## src/common/tscn_consts.svh

```systemverilog
// constants for the touch switch change notifier
`ifndef TSCN_CONSTS_SVH
`define TSCN_CONSTS_SVH
`define TSCN_BYTE_ESC 8'h1b
`define TSCN_BYTE_S 8'h53
`define TSCN_BYTE_T 8'h54
`define TSCN_BYTE_CR 8'h0d
`define TSCN_IDX_WORD 5'h03
`define TSCN_IDX_VALUE 5'h07
`define TSCN_IDX_MASK 5'h0b
`define TSCN_IDX_CSUM 5'h0f
`define TSCN_IDX_LAST 5'h11
`define TSCN_ASCII_ZERO 8'h30
`define TSCN_ASCII_A_OFS 8'h37
`endif

```

## src/common/tscn_pkg.sv

```systemverilog
// types and helpers for the touch switch change notifier
`include "tscn_consts.svh"
package tscn_pkg;
	typedef enum logic {TSCN_IDLE, TSCN_SEND} tscn_state_t;
	typedef logic [4:0] tscn_idx_t;
	function automatic logic [7:0] tscn_hex(input logic [3:0] nib);
		logic [7:0] wide;
		wide = {4'h0, nib};
		if (nib < 4'ha) begin
			tscn_hex = wide + `TSCN_ASCII_ZERO;
		end else begin
			tscn_hex = wide + `TSCN_ASCII_A_OFS;
		end
	endfunction : tscn_hex
endpackage : tscn_pkg

```

## src/hw/tscn_notifier.sv

```systemverilog
// touch switch change notifier: builds and sends the change frame byte by byte
// Operation
// - any touch switch bit change, press or release, sends one notification frame
// - ordinarily a frame reports the change of one allocated bit
// - bits of one word changing together go out in one frame
// - screen change with no release already pending clears held momentary bits and notifies that change
// - frame opens with escape byte then ASCII S and T
// - changed word number follows as four ASCII hex digits
// - new 16-bit word contents follow as four ASCII hex digits
// - changed-bit mask follows as four ASCII hex digits
// - one-byte checksum follows as two ASCII hex digits
// - a single carriage return ends every frame
`timescale 1ns/100ps
`include "tscn_consts.svh"
module tscn_notifier (
	input wire logic clk,
	input wire logic reset,
	input wire logic ev_valid,
	input wire logic [15:0] ev_word,
	input wire logic [15:0] ev_value,
	input wire logic [15:0] ev_mask,
	output logic ev_ready_q,
	input wire logic scr_change,
	input wire logic [15:0] mom_word,
	input wire logic [15:0] mom_value,
	input wire logic [15:0] mom_held,
	output logic mom_clr_q,
	output logic [15:0] mom_clr_word_q,
	output logic [15:0] mom_clr_mask_q,
	output logic tx_valid_q,
	output logic [7:0] tx_data_q,
	input wire logic tx_ready,
	output logic busy_q
);
	tscn_pkg::tscn_state_t state_q, state_d;
	tscn_pkg::tscn_idx_t idx_q, idx_d, sel_idx;
	logic [15:0] word_q, word_d, value_q, value_d, mask_q, mask_d;
	logic [15:0] pw_q, pv_q, pm_q;
	logic pend_q, pend_d;
	logic [7:0] csum_q, csum_d, tx_data_d, sel_byte;
	logic tx_valid_d, ev_ready_d;

	wire is_idle = state_q == tscn_pkg::TSCN_IDLE;
	wire ev_take = ev_valid & ev_ready_q;
	// a zero mask carries no change, so it is taken and dropped
	wire start_ev = is_idle & ev_take & (ev_mask != 16'h0000);
	wire [15:0] mom_chg = mom_value & mom_held;
	// only one momentary release can wait; a second screen change while one
	// is pending finds those bits already cleared
	wire mom_take = scr_change & (mom_chg != 16'h0000) & ~pend_q;
	wire start_mom = is_idle & ~ev_take & pend_q;
	wire start = start_ev | start_mom;
	wire tx_fire = tx_valid_q & tx_ready;
	wire is_last = idx_q == `TSCN_IDX_LAST;
	wire load = start | (tx_fire & ~is_last);

	assign sel_idx = start ? 5'h00 : 5'(idx_q + 5'h01);
	assign pend_d = mom_take | (pend_q & ~start_mom);
	assign idx_d = start ? 5'h00 : (tx_fire ? 5'(idx_q + 5'h01) : idx_q);
	assign word_d = start_ev ? ev_word : (start_mom ? pw_q : word_q);
	assign value_d = start_ev ? ev_value : (start_mom ? pv_q : value_q);
	assign mask_d = start_ev ? ev_mask : (start_mom ? pm_q : mask_q);
	assign tx_valid_d = load | (tx_valid_q & ~tx_fire);
	assign tx_data_d = load ? sel_byte : tx_data_q;
	// running sum over bytes before the checksum digits
	assign csum_d = start ? sel_byte :
		((load & (sel_idx < `TSCN_IDX_CSUM)) ? 8'(csum_q + sel_byte) : csum_q);
	assign ev_ready_d = (state_d == tscn_pkg::TSCN_IDLE) & ~pend_d;

	always_comb begin
		state_d = state_q;
		unique case (state_q)
			tscn_pkg::TSCN_IDLE: begin
				if (start) begin
					state_d = tscn_pkg::TSCN_SEND;
				end
			end
			tscn_pkg::TSCN_SEND: begin
				if (tx_fire & is_last) begin
					state_d = tscn_pkg::TSCN_IDLE;
				end
			end
		endcase
	end

	tscn_byte_sel u_sel (
		.idx(sel_idx),
		.word(word_d),
		.value(value_d),
		.mask(mask_d),
		.csum(csum_q),
		.frame_byte(sel_byte)
	);

	always_ff @(posedge clk) begin
		if (reset) begin
			state_q <= tscn_pkg::TSCN_IDLE;
			idx_q <= 5'h00;
			word_q <= 16'h0000;
			value_q <= 16'h0000;
			mask_q <= 16'h0000;
			csum_q <= 8'h00;
			tx_valid_q <= 1'b0;
			tx_data_q <= 8'h00;
			ev_ready_q <= 1'b0;
			busy_q <= 1'b0;
		end else begin
			state_q <= state_d;
			idx_q <= idx_d;
			word_q <= word_d;
			value_q <= value_d;
			mask_q <= mask_d;
			csum_q <= csum_d;
			tx_valid_q <= tx_valid_d;
			tx_data_q <= tx_data_d;
			ev_ready_q <= ev_ready_d;
			busy_q <= state_d == tscn_pkg::TSCN_SEND;
		end
	end

	always_ff @(posedge clk) begin
		if (reset) begin
			pend_q <= 1'b0;
			pw_q <= 16'h0000;
			pv_q <= 16'h0000;
			pm_q <= 16'h0000;
			mom_clr_q <= 1'b0;
			mom_clr_word_q <= 16'h0000;
			mom_clr_mask_q <= 16'h0000;
		end else begin
			pend_q <= pend_d;
			mom_clr_q <= mom_take;
			if (mom_take) begin
				pw_q <= mom_word;
				pv_q <= mom_value & ~mom_held;
				pm_q <= mom_chg;
				mom_clr_word_q <= mom_word;
				mom_clr_mask_q <= mom_chg;
			end
		end
	end

	// helper count of accepted bytes, kept apart from the frame index
	logic [4:0] fire_cnt_q;
	always_ff @(posedge clk) begin
		if (reset | start) begin
			fire_cnt_q <= 5'h00;
		end else if (tx_fire) begin
			fire_cnt_q <= 5'(fire_cnt_q + 5'h01);
		end
	end
endmodule : tscn_notifier

```

## src/hw/tscn_byte_sel.sv

```systemverilog
// frame byte selector: byte value for a given position in the frame
`timescale 1ns/100ps
`include "tscn_consts.svh"
module tscn_byte_sel (
	input wire tscn_pkg::tscn_idx_t idx,
	input wire logic [15:0] word,
	input wire logic [15:0] value,
	input wire logic [15:0] mask,
	input wire logic [7:0] csum,
	output logic [7:0] frame_byte
);
	wire [4:0] rel_word = idx - `TSCN_IDX_WORD;
	wire [4:0] rel_value = idx - `TSCN_IDX_VALUE;
	wire [4:0] rel_mask = idx - `TSCN_IDX_MASK;
	wire [4:0] rel_csum = idx - `TSCN_IDX_CSUM;
	// digits go out most significant first
	wire [3:0] nib_word = word[4'(4'hc - {rel_word[1:0], 2'b00}) +: 4];
	wire [3:0] nib_value = value[4'(4'hc - {rel_value[1:0], 2'b00}) +: 4];
	wire [3:0] nib_mask = mask[4'(4'hc - {rel_mask[1:0], 2'b00}) +: 4];
	wire [3:0] nib_csum = rel_csum[0] ? csum[3:0] : csum[7:4];
	always_comb begin
		if (idx == 5'h00) begin
			frame_byte = `TSCN_BYTE_ESC;
		end else if (idx == 5'h01) begin
			frame_byte = `TSCN_BYTE_S;
		end else if (idx == 5'h02) begin
			frame_byte = `TSCN_BYTE_T;
		end else if (idx < `TSCN_IDX_VALUE) begin
			frame_byte = tscn_pkg::tscn_hex(nib_word);
		end else if (idx < `TSCN_IDX_MASK) begin
			frame_byte = tscn_pkg::tscn_hex(nib_value);
		end else if (idx < `TSCN_IDX_CSUM) begin
			frame_byte = tscn_pkg::tscn_hex(nib_mask);
		end else if (idx < `TSCN_IDX_LAST) begin
			frame_byte = tscn_pkg::tscn_hex(nib_csum);
		end else begin
			frame_byte = `TSCN_BYTE_CR;
		end
	end
endmodule : tscn_byte_sel

```

## config.mk

```make
export PLATFORM = sky130hd
export DESIGN_NAME = tscn_notifier
export DESIGN_NICKNAME = d
export VERILOG_FILES = /design/src/common/tscn_pkg.sv /design/src/hw/tscn_notifier.sv /design/src/hw/tscn_byte_sel.sv
export VERILOG_INCLUDE_DIRS = /design/src /design/src/common
export SDC_FILE = /design/constraint.sdc
export NUM_CORES = 1
export LEC_CHECK = 0
export BUFFER_PORTS_ARGS = -buffer_cell sky130_fd_sc_hd__buf_4
export CAP_MARGIN = 20
export CORE_ASPECT_RATIO = 1.25
export CORE_MARGIN = 1
export CORE_UTILIZATION = 25
export CTS_CLUSTER_SIZE = 14
export DETAILED_ROUTE_END_ITERATION = 8
export PLACE_DENSITY_LB_ADDON = 0.1
export SLEW_MARGIN = 20
export SYNTH_ARGS = -nofsm -noshare
export SYNTH_HDL_FRONTEND = slang
export SYNTH_HIERARCHICAL = 1
export SYNTH_SLANG_ARGS = --single-unit
```

## constraint.sdc

```tcl
create_clock -name clk -period 13.5 [get_ports clk]
set_clock_uncertainty 0.15 [all_clocks]
set_input_delay 2.7 -clock clk [delete_from_list [all_inputs] [get_ports clk]]
set_output_delay 2.7 -clock clk [all_outputs]
set_load 0.02 [all_outputs]
```

==> results.toml <==
[worst_setup_path]
crit_chain = "buf_4 > nand2_1 > nand3b_1 > buf_4 > a21bo_1 > nor2_1 > inv_1 > ha_1 > mux4_2 > inv_1 > ha_1 > a211oi_1 > a311oi_1 > o311ai_0 > inv_1 > fa_1 > nor2b_1 > o31a_1 > o21ai_0 > a211oi_1 > a211oi_1 > a211oi_1"
cp-startpoint = "ev_valid"
rr_startpoint = "state_q"
crit_path_end_kind = "flip-flop"
cp_slowest_cell = "o311ai_0"
cpLargestDelayFamily = "compound AO/OA/AOI/OAI gates"
max_stage_delay_ns = 0.82
cp-start-kind = "primary input"
path_max_fanout = 51
cp_common_cell = "a211oi_1"
cp.arrival_ns = 9.07
setup.worst_path.class = "in -> reg"
path_buf_inv = 5
cp.required_ns = 13.68

[placement]
dp_hpwl_um = 16100
io_buffer_count = 144
dp.cells = 1236
place.gp.congestion = 0.802

[clock_network]
cts_tree = "yes"
cts_hold_buffers = 0
cts_buffer_depth = 2
clkTransAtPathRegs_ns = 0.06
cts_sinks = 122
cts_root_buf = "clkbuf_16"
clk-insertion-delay-late_ns = 0.42
numCtsBuffers = 17
cts_setup_buffers = 0
htree_levels = 4
cts_resized = 0

[yosys]
synthXorXnorAreaFrac_pct = 1.80
synthTopCellsByArea = "dfxtp_1, mux2i_1, a21oi_1"
ys.flop_type = "dfxtp_1"
ys_types = 85
synthMuxAreaShare_pct = 13.7
synth_edf_count = 0
avgSynthCellArea_um2 = 8.54
synth_fa_ha_area_share_pct = 3.23
yosysTopAreaCell = "dfxtp_1"
yosys_warnings = 6
synth-simple-area-share_pct = 22.8
seq_area_frac_synth_pct = 35.8
ys_seq_elements = 122
syn_area_um2 = 6820
synthCells = 798
synth_commonest_cells = "dfxtp_1, a21oi_1, nand2_1"
synth.most_common_cell = "dfxtp_1"
synth_top_area_share_pct = 35.8
synth_compound_area_share_pct = 17.1
synthArstFlopShare_pct = 0
synth_top_family_by_area = "simple AND/OR/NAND/NOR gates"
syn_nets = 916

[final_layout]
syn_to_final_growth_pct = 27.5
diodes = 0
layout-drive-gt1-share_pct = 23.2
finalNonFillerCells = 1269
seqCellArea_um2 = 2440
fillCellCount = 2904
nNetsFinal = 1029
multi_input_area_um2 = 4030

[pwr]
ir_worst_vdd_uv = 77.0
p_leak_nw = 3.72
p_per_area_nw_per_um2 = 139

[grt]
grt_pass1_wl_um = 34000
grt_util_all_layers_pct = 16.0
grt_pass1_vias = 6001
antenna_found_initial = 0
grt_max_degree = 97
grt_overflow_total = 0

[timing]
slew_violations = 0
setup_viol = 0
max-slew-margin-rel_pct = 30.0
tns_ns = 0
max_freq_mhz = 113
period_share_pct = 65.8
max_slew.worst_pin.slew_ns = 1.05
layout_min_cycle_time_ns = 8.89
rsz0062_at_grt = "no"
hold_violations = 0

[floorplanning]
chipHeight_um = 187
pin_count = 145
start_util_pct = 25.4
fp.dieW_um = 150
coreArea_um2 = 26800
fp-row-count = 67
die-area_um2 = 27900

[drt]
drc = 0
vias = 6036
drt_iter0_drc = 250
dr.pass1.iters = 4
wl_um = 21900
via_per_inst = 4.76
wl_per_cell_um = 17.2
drtAntennaViolNets = 0

[run]
drv_cap = 0

[status]
status = "complete, no violations"

[worst_hold_path]
min_path_type = "reg -> reg"
min_from = "pv_q[2]"
cell families (layout without fill, tap and decap cells):
group           Yosys count  in the layout
xor+xnor                 14             14
other cells               1              1
fa+ha+maj                17             17
buf+inv                  71            197
compound gates          188            188
flops                   122            122
simple gates            309            309
mux                      76             76
worst paths after layout:
path / endpoint / slack [ns] / depth (start not counted)
max: csum_q[6] / 4.61 / 22
min: pv_q[2] / 0.30 / 2
max reg2reg: csum_q[6] / 6.61 / 20
min reg2reg: pv_q[2] / 0.30 / 2
tightest hold or removal path, stage by stage, from the launching register on:
cell and delay (ns):
dfxtp_1 0.31, nand2_1 0.05, a21oi_1 0.05
sequential cells by signal (all words and copies together) (netlist names):
register,count
csum_q,8
word_q,16
mom_clr_q,1
tx_data_q,8
idx_q,5
pv_q,16
value_q,16
pw_q,16
tx_valid_q,1
pend_q,1
state_q,1
ev_ready_q,1
mask_q,16
pm_q,16
area by class of cell:
| class | count | share of cell area [%] |
|---|---|---|
| well taps | 345 | 4.96 |
| inverters | 16 | 0.691 |
| repair buffers | 149 | 13.0 |
| flip-flops and latches | 122 | 28.1 |
| multi-input cells | 605 | 46.3 |
| clock inverters | 11 | 1.54 |
| clock buffers | 21 | 5.41 |
per-stage QoR:
step / utilization [%] / cell area [um2] / hold WS (ns) / power (mW) / setup WS (ns)
after floorplan: - / 6820 / 0.281 / 0.648 / 5.14
after global placement: 30.1 / 8070 / 0.292 / 0.749 / 4.19
after detailed placement: 30.1 / 8070 / 0.292 / 0.749 / 4.08
after CTS: 32.3 / 8680 / 0.301 / 1.23 / 4.50
after global routing: 32.4 / 8700 / 0.327 / 1.28 / 3.97
final: 32.4 / 8700 / 0.300 / 1.21 / 4.61
per-layer routing:
layer,vias up,part of all wire (%),wire length [um],GRT usage (%)
met5,-,0,0,0
met4,0,1.1,235,4.39
met3,12,2.5,550,3.01
met2,95,51,11300,28.3
met1,2865,45,9850,19.6
li1,3064,-,-,-
power by group:
part	switching [mW]	internal (mW)	leakage, nW
Combinational	0.183	0.146	2.44
Sequential	0.0209	0.390	0.996
Clock	0.181	0.289	0.283
Total	0.385	0.824	3.72
cells in the final DEF, fill, tap and decap left out, types with 2 or more instances in the layout:
cell type,synthesis,routed
xor2_1,6,6
nor3b_1,3,3
and4b_1,2,2
mux2_2,2,2
a21boi_0,3,3
nand2b_1,3,2
clkbuf_16,0,17
inv_1,14,14
nor3_1,7,7
a21oi_1,112,112
nor2_1,82,80
inv_6,0,4
mux4_2,11,11
nor2b_1,52,52
o211ai_1,3,3
xnor2_1,8,8
nor2_4,1,3
nand3_1,24,24
a211oi_1,6,6
clkinvlp_4,0,4
a311oi_1,8,8
mux2i_1,60,60
a22oi_1,9,9
nand2_1,92,91
o311ai_0,2,2
a221o_1,2,2
o21ai_1,4,4
dfxtp_1,122,122
nor4_1,5,5
nand4_1,5,5
a21o_1,4,4
nand4b_1,2,2
buf_4,8,148
ha_1,16,16
nand3b_1,18,18
clkbuf_8,0,3
o21ai_0,9,9
bufinv_16,0,2
Power figures use the tool's default switching activity.
